### src/verilog/timer_pkg.sv
// Package of register map, field positions and constants for the timer
package timer_pkg;
  localparam int NUM_CH = 4;
  localparam int ADDR_W = 8;
  // Register offsets (byte addresses)
  localparam logic [7:0] MODULE_CTRL_OFF = 8'h00;
  localparam logic [7:0] STATUS_OFF = 8'h04;
  localparam logic [7:0] INT_ENABLE_OFF = 8'h08;
  localparam logic [7:0] SW_RESET_OFF = 8'h0c;
  localparam logic [7:0] CH_BASE_OFF = 8'h20;
  localparam logic [7:0] CH_STRIDE = 8'h10;
  localparam logic [3:0] CH_LOAD_SUB = 4'h0;
  localparam logic [3:0] CH_COUNT_SUB = 4'h4;
  localparam logic [3:0] CH_CTRL_SUB = 4'h8;
  // Module control fields
  localparam int MC_ENABLE_BIT = 0;
  localparam int MC_DEBUG_BIT = 1;
  localparam int MC_DOZE_BIT = 2;
  // Channel control fields
  localparam int CC_ENABLE_BIT = 0;
  localparam int CC_CHAIN_BIT = 1;
  localparam int CC_SPLIT_BIT = 2;
  localparam int CC_SRC_BIT = 3;
  localparam int CC_RELOAD_BIT = 4;
  localparam int CC_STOP_BIT = 5;
  localparam int CC_START_BIT = 6;
  localparam int CC_SEL_LSB = 8;
  localparam int CC_SEL_W = 4;
  localparam int CC_W = 12;
  // Reset values
  localparam logic [31:0] LOAD_RESET = 32'h0000_0000;
  localparam logic [CC_W-1:0] CC_RESET = 12'h000;
  localparam logic [2:0] MC_RESET = 3'h0;
endpackage

### src/verilog/trig_edge.sv
// Rising edge detector for the external trigger inputs
`timescale 1ns/1ps
module trig_edge (
  // Clock and reset
  input wire logic sys_clk_i,
  input wire logic rst_n_i,
  // Level in, pulse out
  input wire logic [timer_pkg::NUM_CH-1:0] level_i,
  output logic [timer_pkg::NUM_CH-1:0] pulse_o
);
  typedef struct packed {
    logic [timer_pkg::NUM_CH-1:0] last;
    logic [timer_pkg::NUM_CH-1:0] pulse;
  } edge_state_t;
  edge_state_t st_reg, st_next;

  // Compare with the previous sample
  always_comb begin
    st_next = st_reg;
    st_next.pulse = level_i & ~st_reg.last;
    st_next.last = level_i;
  end

  // State register
  always_ff @(posedge sys_clk_i or negedge rst_n_i) begin
    if (!rst_n_i) begin
      st_reg <= '0;
    end else begin
      st_reg <= st_next;
    end
  end

  assign pulse_o = st_reg.pulse;
endmodule

### src/verilog/count_chan.sv
// One countdown channel: load, decrement, split halves and timeout
`timescale 1ns/1ps
module count_chan (
  // Clock and reset
  input wire logic sys_clk_i,
  input wire logic rst_n_i,
  // Control
  input wire logic run_i,
  input wire logic enable_i,
  input wire logic split_i,
  input wire logic reload_on_trigger_i,
  input wire logic stop_on_timeout_i,
  input wire logic start_on_trigger_i,
  input wire logic chain_to_lower_channel_i,
  input wire logic lower_tick_i,
  input wire logic trig_i,
  input wire logic [31:0] load_i,
  // Status
  output logic [31:0] count_o,
  output logic timeout_o,
  output logic pre_trig_o
);
  typedef enum logic [3:0] {
    ST_IDLE = 4'b0001,
    ST_WAIT = 4'b0010,
    ST_RUN = 4'b0100,
    ST_DONE = 4'b1000
  } chan_state_t;
  typedef struct packed {
    chan_state_t fsm;
    logic [31:0] count;
    logic timeout;
    logic pre_trig;
  } chan_t;
  chan_t s_reg, s_next;
  logic step;

  // Chained channels only step when the lower one expires
  assign step = run_i && (chain_to_lower_channel_i ? lower_tick_i : 1'b1);

  always_comb begin
    s_next = s_reg;
    s_next.timeout = 1'b0;
    unique case (s_reg.fsm)
      ST_IDLE: begin
        s_next.pre_trig = 1'b0;
        if (enable_i) begin
          s_next.count = load_i;
          s_next.fsm = start_on_trigger_i ? ST_WAIT : ST_RUN;
        end
      end
      ST_WAIT: begin
        if (!enable_i) begin
          s_next.fsm = ST_IDLE;
        end else if (trig_i) begin
          s_next.count = load_i;
          s_next.fsm = ST_RUN;
        end
      end
      ST_RUN: begin
        if (!enable_i) begin
          s_next.fsm = ST_IDLE;
        end else if (trig_i && reload_on_trigger_i) begin
          s_next.count = load_i;
          s_next.pre_trig = 1'b0;
        end else if (step) begin
          if (split_i && s_reg.count[15:0] != 16'h0000) begin
            s_next.count[15:0] = s_reg.count[15:0] - 16'h0001;
            // Lower half exhausted raises the pre-trigger
            if (s_reg.count[15:0] == 16'h0001) begin
              s_next.pre_trig = 1'b1;
            end
          end else if (split_i) begin
            s_next.count[31:16] = s_reg.count[31:16] - 16'h0001;
            if (s_reg.count[31:16] == 16'h0000) begin
              s_next.pre_trig = 1'b0;
              s_next.timeout = 1'b1;
              s_next.count = load_i;
              if (stop_on_timeout_i) begin
                s_next.fsm = ST_DONE;
              end
            end
          end else if (s_reg.count == 32'h0000_0000) begin
            // Pick up the latest period at expiry
            s_next.timeout = 1'b1;
            s_next.count = load_i;
            if (stop_on_timeout_i) begin
              s_next.fsm = ST_DONE;
            end
          end else begin
            s_next.count = s_reg.count - 32'h0000_0001;
          end
        end
      end
      ST_DONE: begin
        // Idle would reload at once; hold until the enable drops
        if (!enable_i) begin
          s_next.fsm = ST_IDLE;
        end
      end
    endcase
  end

  // State register
  always_ff @(posedge sys_clk_i or negedge rst_n_i) begin
    if (!rst_n_i) begin
      s_reg <= '{fsm: ST_IDLE, count: 32'h0000_0000, timeout: 1'b0,
                 pre_trig: 1'b0};
    end else begin
      s_reg <= s_next;
    end
  end

  assign count_o = s_reg.count;
  assign timeout_o = s_reg.timeout;
  assign pre_trig_o = s_reg.pre_trig;

  a_timeout_reload: assert property (@(posedge sys_clk_i)
    disable iff (!rst_n_i)
    timeout_o |-> count_o == $past(load_i))
    else $error("timeout without reload");
  a_pretrig_drop: assert property (@(posedge sys_clk_i)
    disable iff (!rst_n_i)
    $fell(pre_trig_o) && split_i && enable_i && !$past(trig_i)
    |-> timeout_o)
    else $error("pre-trigger fell without timeout");
endmodule

### src/verilog/countdown_timer.sv
// Top of the multi-channel periodic countdown timer with register port
`timescale 1ns/1ps
module countdown_timer (
  // Clock and reset
  input wire logic sys_clk_i,
  input wire logic rst_n_i,
  // Register port
  input wire logic [timer_pkg::ADDR_W-1:0] addr_i,
  input wire logic [31:0] wdata_i,
  input wire logic wr_i,
  input wire logic rd_i,
  output logic [31:0] rdata_o,
  // System state
  input wire logic debug_i,
  input wire logic doze_i,
  // Triggers
  input wire logic [timer_pkg::NUM_CH-1:0] ext_trig_i,
  output logic [timer_pkg::NUM_CH-1:0] trig_pulse_o,
  output logic [timer_pkg::NUM_CH-1:0] pre_trig_o,
  // Interrupt
  output logic irq_o
);
  localparam int N = timer_pkg::NUM_CH;

  // ****************************************
  // State
  // ****************************************
  typedef struct packed {
    logic [2:0] mctrl;
    logic [N-1:0] status;
    logic [N-1:0] int_en;
    logic [N-1:0][31:0] load;
    logic [N-1:0][timer_pkg::CC_W-1:0] cctrl;
    logic [31:0] rdata;
    logic [N-1:0] trig;
    logic [N-1:0] pre;
    logic irq;
    logic soft_rst;
  } top_t;
  top_t r_reg, r_next;

  logic [N-1:0][31:0] count;
  logic [N-1:0] tout;
  logic [N-1:0] pre;
  logic [N-1:0] ext_pulse;
  logic [N-1:0] trig_in;
  logic run;
  logic chan_rst_n;

  // Channel index of a channel register address, or N when not one
  function automatic int chan_of(input logic [timer_pkg::ADDR_W-1:0] a);
    int c;
    c = N;
    for (int i = 0; i < N; i++) begin
      if (a[7:4] == 4'(i + 2)) begin
        c = i;
      end
    end
    return c;
  endfunction

  // Gate counting on module enable and on debug and doze
  assign run = r_reg.mctrl[timer_pkg::MC_ENABLE_BIT] &&
               (!debug_i || r_reg.mctrl[timer_pkg::MC_DEBUG_BIT]) &&
               (!doze_i || r_reg.mctrl[timer_pkg::MC_DOZE_BIT]);

  // Channels share the soft reset pulse; held one cycle only
  assign chan_rst_n = rst_n_i && !r_reg.soft_rst;

  // ****************************************
  // Channels
  // ****************************************
  trig_edge u_edge (
    .sys_clk_i(sys_clk_i),
    .rst_n_i(rst_n_i),
    .level_i(ext_trig_i),
    .pulse_o(ext_pulse)
  );

  genvar g;
  generate
    for (g = 0; g < N; g++) begin : gen_ch
      logic [timer_pkg::CC_SEL_W-1:0] sel;
      assign sel = r_reg.cctrl[g][timer_pkg::CC_SEL_LSB +:
                                  timer_pkg::CC_SEL_W];
      // Trigger picks external input or any channel's pulse, its own included
      assign trig_in[g] = r_reg.cctrl[g][timer_pkg::CC_SRC_BIT] ?
                          tout[sel[1:0]] : ext_pulse[sel[1:0]];
      count_chan u_ch (
        .sys_clk_i(sys_clk_i),
        .rst_n_i(chan_rst_n),
        .run_i(run),
        .enable_i(r_reg.cctrl[g][timer_pkg::CC_ENABLE_BIT]),
        .split_i(r_reg.cctrl[g][timer_pkg::CC_SPLIT_BIT]),
        .reload_on_trigger_i(r_reg.cctrl[g][timer_pkg::CC_RELOAD_BIT]),
        .stop_on_timeout_i(r_reg.cctrl[g][timer_pkg::CC_STOP_BIT]),
        .start_on_trigger_i(r_reg.cctrl[g][timer_pkg::CC_START_BIT]),
        .chain_to_lower_channel_i(
          (g > 0) && r_reg.cctrl[g][timer_pkg::CC_CHAIN_BIT]),
        .lower_tick_i(tout[(g + N - 1) % N]),
        .trig_i(trig_in[g]),
        .load_i(r_reg.load[g]),
        .count_o(count[g]),
        .timeout_o(tout[g]),
        .pre_trig_o(pre[g])
      );
    end
  endgenerate

  // ****************************************
  // Register port and flags
  // ****************************************
  always_comb begin
    int c;
    c = chan_of(addr_i);
    r_next = r_reg;
    r_next.soft_rst = 1'b0;
    r_next.rdata = 32'h0000_0000;
    if (wr_i) begin
      if (addr_i == timer_pkg::MODULE_CTRL_OFF) begin
        r_next.mctrl = wdata_i[2:0];
      end else if (addr_i == timer_pkg::STATUS_OFF) begin
        r_next.status = r_reg.status & ~wdata_i[N-1:0];
      end else if (addr_i == timer_pkg::INT_ENABLE_OFF) begin
        r_next.int_en = wdata_i[N-1:0];
      end else if (addr_i == timer_pkg::SW_RESET_OFF) begin
        r_next.soft_rst = wdata_i[0];
      end else if (c < N && addr_i[3:0] == timer_pkg::CH_LOAD_SUB) begin
        r_next.load[c] = wdata_i; // Takes effect at next reload
      end else if (c < N && addr_i[3:0] == timer_pkg::CH_CTRL_SUB) begin
        r_next.cctrl[c] = wdata_i[timer_pkg::CC_W-1:0];
      end
    end
    if (rd_i) begin
      if (addr_i == timer_pkg::MODULE_CTRL_OFF) begin
        r_next.rdata = {29'h0000_0000, r_reg.mctrl};
      end else if (addr_i == timer_pkg::STATUS_OFF) begin
        r_next.rdata[N-1:0] = r_reg.status;
      end else if (addr_i == timer_pkg::INT_ENABLE_OFF) begin
        r_next.rdata[N-1:0] = r_reg.int_en;
      end else if (c < N && addr_i[3:0] == timer_pkg::CH_LOAD_SUB) begin
        r_next.rdata = r_reg.load[c];
      end else if (c < N && addr_i[3:0] == timer_pkg::CH_COUNT_SUB) begin
        r_next.rdata = count[c]; // Live counter
      end else if (c < N && addr_i[3:0] == timer_pkg::CH_CTRL_SUB) begin
        r_next.rdata[timer_pkg::CC_W-1:0] = r_reg.cctrl[c];
      end
    end
    // Set wins over a same-cycle clear
    r_next.status = r_next.status | tout;
    r_next.trig = tout; // One-cycle trigger pulse
    r_next.pre = pre;
    if (r_reg.soft_rst) begin
      // Everything but module control and read data returns to reset
      r_next.status = '0;
      r_next.int_en = '0;
      r_next.load = {N{timer_pkg::LOAD_RESET}};
      r_next.cctrl = {N{timer_pkg::CC_RESET}};
      r_next.trig = '0;
      r_next.pre = '0;
    end
    r_next.irq = |(r_next.status & r_next.int_en);
  end

  // State register
  always_ff @(posedge sys_clk_i or negedge rst_n_i) begin
    if (!rst_n_i) begin
      r_reg <= '0;
    end else begin
      r_reg <= r_next;
    end
  end

  assign rdata_o = r_reg.rdata;
  assign trig_pulse_o = r_reg.trig;
  assign pre_trig_o = r_reg.pre;
  assign irq_o = r_reg.irq;

  // ****************************************
  // Checks
  // ****************************************
  a_irq_level: assert property (@(posedge sys_clk_i) disable iff (!rst_n_i)
    irq_o == |(r_reg.status & r_reg.int_en))
    else $error("interrupt not matching flags");
  a_flag_set: assert property (@(posedge sys_clk_i) disable iff (!rst_n_i)
    tout[0] && !r_reg.soft_rst |=> r_reg.status[0] && trig_pulse_o[0])
    else $error("timeout did not set flag");
  a_w1c_zero: assert property (@(posedge sys_clk_i) disable iff (!rst_n_i)
    wr_i && addr_i == timer_pkg::STATUS_OFF && !wdata_i[0] &&
    r_reg.status[0] && !r_reg.soft_rst |=> r_reg.status[0])
    else $error("zero write cleared flag");
  a_w1c_one: assert property (@(posedge sys_clk_i) disable iff (!rst_n_i)
    wr_i && addr_i == timer_pkg::STATUS_OFF && wdata_i[0] && !tout[0]
    |=> !r_reg.status[0])
    else $error("one write did not clear flag");
  a_soft_keep: assert property (@(posedge sys_clk_i) disable iff (!rst_n_i)
    r_reg.soft_rst |=> r_reg.mctrl == $past(r_reg.mctrl) &&
    r_reg.int_en == '0)
    else $error("soft reset wrong");
  a_debug_halt: assert property (@(posedge sys_clk_i) disable iff (!rst_n_i)
    debug_i && !r_reg.mctrl[timer_pkg::MC_DEBUG_BIT] |-> !run)
    else $error("running in debug");
  a_doze_halt: assert property (@(posedge sys_clk_i) disable iff (!rst_n_i)
    doze_i && !r_reg.mctrl[timer_pkg::MC_DOZE_BIT] |-> !run)
    else $error("running in doze");
  a_count_read: assert property (@(posedge sys_clk_i) disable iff (!rst_n_i)
    rd_i && addr_i == 8'h24 |=> rdata_o == $past(count[0]))
    else $error("count read wrong");

  // Trigger pulse is the channel timeout, one clock later
  a_trig_follow: assert property (@(posedge sys_clk_i)
    disable iff (!rst_n_i)
    !r_reg.soft_rst |=> trig_pulse_o == $past(tout))
    else $error("trigger pulse not following timeout");

  // Pre-trigger output mirrors the channel level one clock later
  a_pre_follow: assert property (@(posedge sys_clk_i)
    disable iff (!rst_n_i)
    !r_reg.soft_rst |=> pre_trig_o == $past(pre))
    else $error("pre-trigger not following channel");

  // Read data stand only in the cycle after a read strobe
  a_rdata_idle: assert property (@(posedge sys_clk_i)
    disable iff (!rst_n_i)
    !rd_i |=> rdata_o == 32'h0000_0000)
    else $error("read data outside read cycle");

  // A period write lands in the register, not in the running count
  a_load_write: assert property (@(posedge sys_clk_i)
    disable iff (!rst_n_i)
    wr_i && !r_reg.soft_rst &&
    addr_i == (timer_pkg::CH_BASE_OFF | {4'h0, timer_pkg::CH_LOAD_SUB})
    |=> r_reg.load[0] == $past(wdata_i))
    else $error("period write lost");

  // Soft reset clears flags, periods and channel controls
  a_soft_clear: assert property (@(posedge sys_clk_i)
    disable iff (!rst_n_i)
    r_reg.soft_rst |=> r_reg.status == '0 && r_reg.cctrl == '0 &&
    r_reg.load == '0)
    else $error("soft reset left state behind");

  // Nothing counts while the module is disabled
  a_idle_halt: assert property (@(posedge sys_clk_i)
    disable iff (!rst_n_i)
    !r_reg.mctrl[timer_pkg::MC_ENABLE_BIT] |-> !run)
    else $error("counting while module disabled");

  // Module control takes the written run options
  a_mctrl_write: assert property (@(posedge sys_clk_i)
    disable iff (!rst_n_i)
    wr_i && addr_i == timer_pkg::MODULE_CTRL_OFF
    |=> r_reg.mctrl == $past(wdata_i[2:0]))
    else $error("module control write lost");

  // Interrupt enables take the written mask
  a_ien_write: assert property (@(posedge sys_clk_i)
    disable iff (!rst_n_i)
    wr_i && addr_i == timer_pkg::INT_ENABLE_OFF && !r_reg.soft_rst
    |=> r_reg.int_en == $past(wdata_i[N-1:0]))
    else $error("interrupt enable write lost");

  // A flag stays set until software writes the status register or a soft reset clears it
  a_flag_sticky: assert property (@(posedge sys_clk_i)
    disable iff (!rst_n_i)
    r_reg.status[0] && !r_reg.soft_rst &&
    !(wr_i && addr_i == timer_pkg::STATUS_OFF)
    |=> r_reg.status[0])
    else $error("flag dropped by itself");

  // Internal source with channel 0 selected follows its timeout
  a_int_source: assert property (@(posedge sys_clk_i)
    disable iff (!rst_n_i)
    r_reg.cctrl[2][timer_pkg::CC_SRC_BIT] &&
    r_reg.cctrl[2][timer_pkg::CC_SEL_LSB +: 2] == 2'h0
    |-> trig_in[2] == tout[0])
    else $error("internal trigger source wrong");
endmodule

### config.mk
export PLATFORM = sky130hd
export DESIGN_NAME = countdown_timer
export DESIGN_NICKNAME = d
export VERILOG_FILES = /design/src/verilog/timer_pkg.sv /design/src/verilog/trig_edge.sv /design/src/verilog/count_chan.sv /design/src/verilog/countdown_timer.sv
export SDC_FILE = /design/constraint.sdc
export NUM_CORES = 1
export LEC_CHECK = 0
export ABC_AREA = 0
export BUFFER_PORTS_ARGS = -buffer_cell sky130_fd_sc_hd__buf_2
export CORE_MARGIN = 4
export CORE_UTILIZATION = 60
export CTS_CLUSTER_DIAMETER = 40
export DETAILED_ROUTE_END_ITERATION = 10
export MAX_ROUTING_LAYER = met4
export PLACE_DENSITY = 0.81
export SETUP_SLACK_MARGIN = 0.2
export SLEW_MARGIN = 20
export SYNTH_ARGS = -nofsm -noshare
export SYNTH_HDL_FRONTEND = slang
export SYNTH_SLANG_ARGS = --single-unit
### constraint.sdc
create_clock -name sys_clk_i -period 28.2 [get_ports sys_clk_i]
set_clock_uncertainty 0.05 [all_clocks]
set_input_delay 5.64 -clock sys_clk_i [delete_from_list [all_inputs] [get_ports sys_clk_i]]
set_output_delay 5.64 -clock sys_clk_i [all_outputs]
set_load 0.02 [all_outputs]
==> flow_summary_export.csv, run 1 <==
group,metric,value,unit
outcome,status,"completed",
power_and_ir_drop,p_per_area,67.89,nW/um2
logic_synthesis,yosysUniqueCellTypes,99,
routing,vias_per_cell,7.406,
global_routing,grt_start_max_net_pins,163,
finish,mostFrequentLayoutCells,"dfrtp_1 (385), o21ai_0 (257), nor2_1 (232)",
finish,final_common_cell,"dfrtp_1",
logic_synthesis,async_flop_share,100.0,%
clock_tree,cts-root-buf,"clkbuf_16",
placement,io_buffers,90,
power_and_ir_drop,peakVddDrop,0.05663,mV
finish,largest_reg_flops,172,
routing,routedWlPerCell,28.18,um
worst_setup_path,critPathMaxFanout,70,
worst_setup_path,slowest_delay,540,ps
worst_setup_path,crit_arrival,8380,ps
routing,via_count,23450,
logic_synthesis,syn-num-nets,2702,
global_routing,gr-total-overflow,0,
global_routing,grt_pass1_wl,135000,um
sta,final-hold-violation-count,0,
clock_tree,ctsHoldBuffers,0,
finish,fin_nets,2664,
floorplanning,start_util,61.34,%
placement,dpl_cell_area,23710,um2
clock_tree,h-tree-depth,2,
logic_synthesis,netlist_area,23320,um2
sta,max_slew_margin,28.74,%
sta,fin_hold_ws,346.3,ps
worst_setup_path,worstSetupStartpointType,"input pin",
placement,hpwl,63930,um
logic_synthesis,synth_edf_count,0,
sta,fin_crit,7903,ps
global_routing,grt_antenna_before_repair,1,
finish,fin_area,25820,um2
floorplanning,dieHeight,205.2,um
logic_synthesis,syn_avg_cell_area,8.834,um2
global_routing,grtUsageTotal,43.07,%
floorplanning,design.portCount,91,
routing,drtPass1Iterations,8,
finish,drive_above_1_share,12.51,%
finish,fill_cells,3081,
clock_tree,clock_path_buffers,3,
finish,multi_input_area,12440,um2
routing,drc,0,
floorplanning,core,38020,um2
clock_tree,path_clk_slew,60,ps
worst_setup_path,required,28680,ps
sta,max_freq,126.5,MHz
clock_tree,insertion_delay,640,ps
logic_synthesis,synthFlopType,"dfrtp_1",
sta,fin_setup_tns,0,ps
floorplanning,rows,71,
sta,rsz0062_at_grt,"false",
clock_tree,cts_tree,"done",
worst_setup_path,path_class,"in -> reg",
logic_synthesis,synthTopCellsByArea,"dfrtp_1 (41%), a22o_1 (6.8%), o21ai_0 (5.5%), nor2_1 (3.8%), nand2_1 (3.4%)",
logic_synthesis,yosysTopAreaCell,"dfrtp_1",
sta,finalCritPeriodShare,28.02,%
logic_synthesis,yosysTopAreaCellShare,41.31,%
worst_setup_path,crit_chain,"buf_2 > nand2b_1 > or3_2 > buf_4 > o22ai_1 > nor3_1 > nor4_1 > o21ai_0 > and2_1",
routing,ant_nets,0,
routing,drt_wl_total,89210,um
floorplanning,design.die.area,42090,um2
power_and_ir_drop,leakage,10.95,nW
worst_setup_path,endpoint_kind,"register",
worst_hold_path,min_path_type,"reg -> reg",
finish,seq_area,9739,um2
sta,tightestPinTransition,1067,ps
clock_tree,numCtsBuffers,60,
logic_synthesis,synth_seq_cells,389,
clock_tree,cts-resized-gates,0,
worst_setup_path,cpMaxStageDelayCell,"o22ai_1",
placement,gp_congestion,1.031,
sta,maxSlewViolCount,0,
finish,layout.cells.non_filler,3166,
routing,drt_iter0_drc,3649,
placement,dp_cells,3051,
clock_tree,clock-sinks,389,
logic_synthesis,synthCells,2640,
finish,areaGrowthSynthToFinish,10.70,%
clock_tree,cts_setup_buffers,0,
sta,setup_viol,0,
flow_run,cap_violations,0,
logic_synthesis,synth_warnings,0,
logic_synthesis,ys_seq_area_share,41.76,%
floorplanning,die_w,205.2,um
global_routing,grt_pass1_vias,21860,
==> synthesized netlist by cell type, types with 32 or more instances <==
cell / instances
inv_1: 42
a21oi_1: 156
a31oi_1: 33
clkbuf_1: 140
nand3_1: 67
o22ai_1: 93
nor3_1: 78
nand2_1: 212
a22o_1: 182
nor2_1: 235
buf_4: 42
o21ai_0: 258
o31ai_1: 32
nor4_1: 37
dfrtp_1: 385
xnor2_1: 34
==> final cells by class <==
class | instances | share of cell area [%]
inverters | 42 | 0.6106
multi-input cells | 1983 | 48.18
repair buffers | 126 | 2.927
flip-flops and latches | 389 | 37.72
clock buffers | 70 | 6.116
clock inverters | 44 | 1.958
diodes | 1 | 0.009693
well taps | 511 | 2.476
==> worst paths after layout <==
path	from	end	slack, ps	cells after the start
worst max-delay path	addr_i[5]	rdata_o[2]	20300	9
worst min-delay path	u_edge.st_reg[4]	u_edge.pulse_o[0]	350	1
worst max register to register	gen_ch[0].u_ch.timeout_o	gen_ch[2].u_ch.count_o[2]	24410	8
worst min register to register	u_edge.st_reg[4]	u_edge.pulse_o[0]	350	1
max in group asynchronous	rst_n_i	gen_ch[0].u_ch.count_o[29]	21500	3
min in group asynchronous	r_reg[0]	gen_ch[1].u_ch.s_reg[35]	770	3
==> routing by layer <==
layer  wire length, um  vias up  GRT usage (%)
li1                  -     9914              -
met4              7195        0          26.96
met3             10190      379          8.802
met5                 0        -              -
met2             38220     1789          61.17
met1             33590    11370          56.68
==> per-stage QoR <==
| step | setup slack, ps | utilization (%) | total power, mW |
|---|---|---|---|
| after floorplan | 13130 | - | 0.8600 |
| after global placement | 19720 | 62.37 | 0.9621 |
| after detailed placement | 19660 | 62.37 | 0.9731 |
| after CTS | 20300 | 67.85 | 1.738 |
| after global routing | 20180 | 67.90 | 1.811 |
| final | 20300 | 67.90 | 1.753 |
==> logic make-up after synthesis <==
group	synth area share, %
simple gates	19.46
fa+ha+maj	0.6438
mux	2.237
xor+xnor	2.066
flops	41.76
buf+inv	5.204
compound gates	28.62
==> where the power goes <==
group | internal (mW) | leakage [nW] | switching (mW)
Clock | 0.461 | 1.02 | 0.310
Sequential | 0.584 | 5.28 | 0.0492
Combinational | 0.114 | 4.66 | 0.235
Total | 1.16 | 11.0 | 0.594
==> worst max-delay path: cells and delay by family <==
family / cells / cell delay [ps]
AO/OA/AOI/OAI: 2 / 700
buffers and inverters: 2 / 510
AND/OR/NAND/NOR: 5 / 1460
No activity file was read; power rests on OpenSTA's default activity.
==> run 2, diff against run 1 <==
- CORE_UTILIZATION: 60 -> 57
- PLACE_DENSITY: 0.81 -> 0.8
- clock period: 28.2 -> 6.8 ns (I/O delays scaled with it)
==> run 2 against run 1 <==
- sequential share of layout area is 0.38 points lower
- via count about the same
- hold slack better by 2.6 ps
- design area grew 1.0%
- first-iteration DRC count fell by 5.9%
==> flow_summary_export.csv, run 2 (synthesis results as in run 1) <==
group,metric,value,unit
finish,mostFrequentLayoutCells,"dfrtp_1 (385), o21ai_0 (257), nor2_1 (232)",
clock_tree,clock-sinks,389,
routing,drt_iter0_drc,3435,
worst_setup_path,cpMaxStageDelayCell,"nor4b_2",
worst_setup_path,rr_worst_depth,6,
worst_setup_path,worstSetupStartpointType,"register",
worst_setup_path,crit_chain,"nor4b_2 > nand2_1 > nor2_1 > buf_4 > nand3_1 > o311ai_0",
placement,hpwl,65140,um
placement,dpl_cell_area,23700,um2
finish,largest_reg_flops,172,
placement,gp_congestion,1.043,
routing,drt_wl_total,90670,um
finish,fin_area,26080,um2
floorplanning,rows,73,
floorplanning,start_util,58.16,%
power_and_ir_drop,finalPower,7.609,mW
finish,final_common_cell,"dfrtp_1",
clock_tree,numCtsBuffers,66,
worst_hold_path,whs_path_depth,1,
sta,tightestPinTransition,1194,ps
floorplanning,die_w,210.3,um
worst_setup_path,rr_startpoint,"gen_ch[3].u_ch.s_reg[37]",
routing,ant_nets,0,
clock_tree,h-tree-depth,3,
sta,final-hold-violation-count,0,
outcome,status,"completed",
worst_setup_path,path_class,"reg -> reg",
worst_hold_path,min_path_type,"reg -> reg",
worst_hold_path,hp-start,"u_edge.st_reg[7]",
finish,areaGrowthSynthToFinish,11.82,%
floorplanning,dieHeight,210.3,um
global_routing,grt_antenna_before_repair,3,
global_routing,gr-total-overflow,0,
clock_tree,insertion_delay,620,ps
worst_hold_path,holdPathEnd,"u_edge.pulse_o[3]",
sta,finalCritPeriodShare,62.03,%
clock_tree,cts-root-buf,"clkbuf_16",
worst_setup_path,critPathMaxFanout,15,
global_routing,grtUsageTotal,41.40,%
routing,routedWlPerCell,28.47,um
clock_tree,clock_path_buffers,3,
clock_tree,cts_tree,"done",
clock_tree,cts_setup_buffers,0,
worst_setup_path,slowest_delay,1040,ps
global_routing,grt_start_max_net_pins,142,
routing,vias_per_cell,7.355,
sta,maxSlewViolCount,0,
global_routing,grt_pass1_vias,21720,
sta,fin_crit,4218,ps
sta,fin_setup_tns,0,ps
placement,io_buffers,90,
worst_setup_path,crit_arrival,4630,ps
power_and_ir_drop,p_per_area,291.8,nW/um2
sta,rsz0062_at_grt,"false",
sta,max_freq,237.1,MHz
clock_tree,ctsHoldBuffers,0,
flow_run,cap_violations,0,
worst_setup_path,r2r_setup_slack,2580,ps
clock_tree,path_clk_slew,50,ps
floorplanning,core,40100,um2
worst_setup_path,required,7210,ps
power_and_ir_drop,leakage,11.05,nW
routing,drc,0,
floorplanning,design.die.area,44210,um2
clock_tree,cts-resized-gates,0,
routing,via_count,23430,
power_and_ir_drop,peakVddDrop,0.2238,mV
global_routing,grt_pass1_wl,136800,um
finish,fin_nets,2664,
sta,max_slew_margin,20.23,%
worst_setup_path,endpoint_kind,"register",
floorplanning,design.portCount,91,
finish,drive_above_1_share,12.69,%
worst_setup_path,reg2reg_to,"gen_ch[3].u_ch.count_o[2]",
routing,drtPass1Iterations,9,
sta,setup_viol,0,
-- run 2: power by group --
part	switching [mW]	total (mW)	internal, mW	leakage (nW)
clock network	1.30	3.54	2.24	1.15
logic	0.975	1.44	0.467	4.63
registers	0.207	2.63	2.42	5.28
-- run 2: worst max-delay path, delay by kind of cell, from the launching register on --
kind,cells,cell delay (ps)
AND/OR/NAND/NOR,4,2640
flip-flops,1,570
AO/OA/AOI/OAI,1,530
buffers and inverters,1,270
-- run 2: cell type report --
type	count	area [um2]
Clock buffer	77	1795
Sequential cell	389	9739
Timing Repair Buffer	120	710.7
Multi-Input combinational cell	1983	12460
Fill cell	3290	14020
Antenna cell	4	10.01
Inverter	42	157.7
Clock inverter	45	553.0
Tap cell	525	656.9
-- run 2: through the flow --
stage / std cells / setup slack (ps) / hold slack [ps] / utilization, %
detailed placement: 3058 / 2516 / 341.2 / 59.10
global placement: 3058 / 2380 / 333.9 / 59.07
CTS: 3180 / 2833 / 351.9 / 64.95
finish: 3185 / 2582 / 348.9 / 65.04
floorplan: 2640 / 2371 / 327.7 / -
global route: 3184 / 2489 / 357.7 / 65.03
-- run 2: metal layers --
metal / vias up / track usage, % / share of wire, %
met4: 0 / 25.97 / 8.3
met3: 406 / 8.811 / 11
met1: 11410 / 54.19 / 38
li1: 9928 / - / -
met5: - / - / 0
met2: 1683 / 58.78 / 43
-- run 2: how the worst max path moves through the flow --
stage	from	endpoint	slack, ps	depth (start not counted)
after global placement	addr_i[1]	r_reg[183]	2380	8
final	gen_ch[3].u_ch.s_reg[37]	gen_ch[3].u_ch.count_o[2]	2580	6
after detailed placement	debug_i	gen_ch[1].u_ch.count_o[15]	2520	7
after floorplan	rst_n_i	gen_ch[0].u_ch.count_o[0]	2370	1
after CTS	gen_ch[3].u_ch.s_reg[36]	gen_ch[3].u_ch.count_o[2]	2830	6
after global routing	gen_ch[3].u_ch.s_reg[36]	gen_ch[3].u_ch.count_o[2]	2490	6
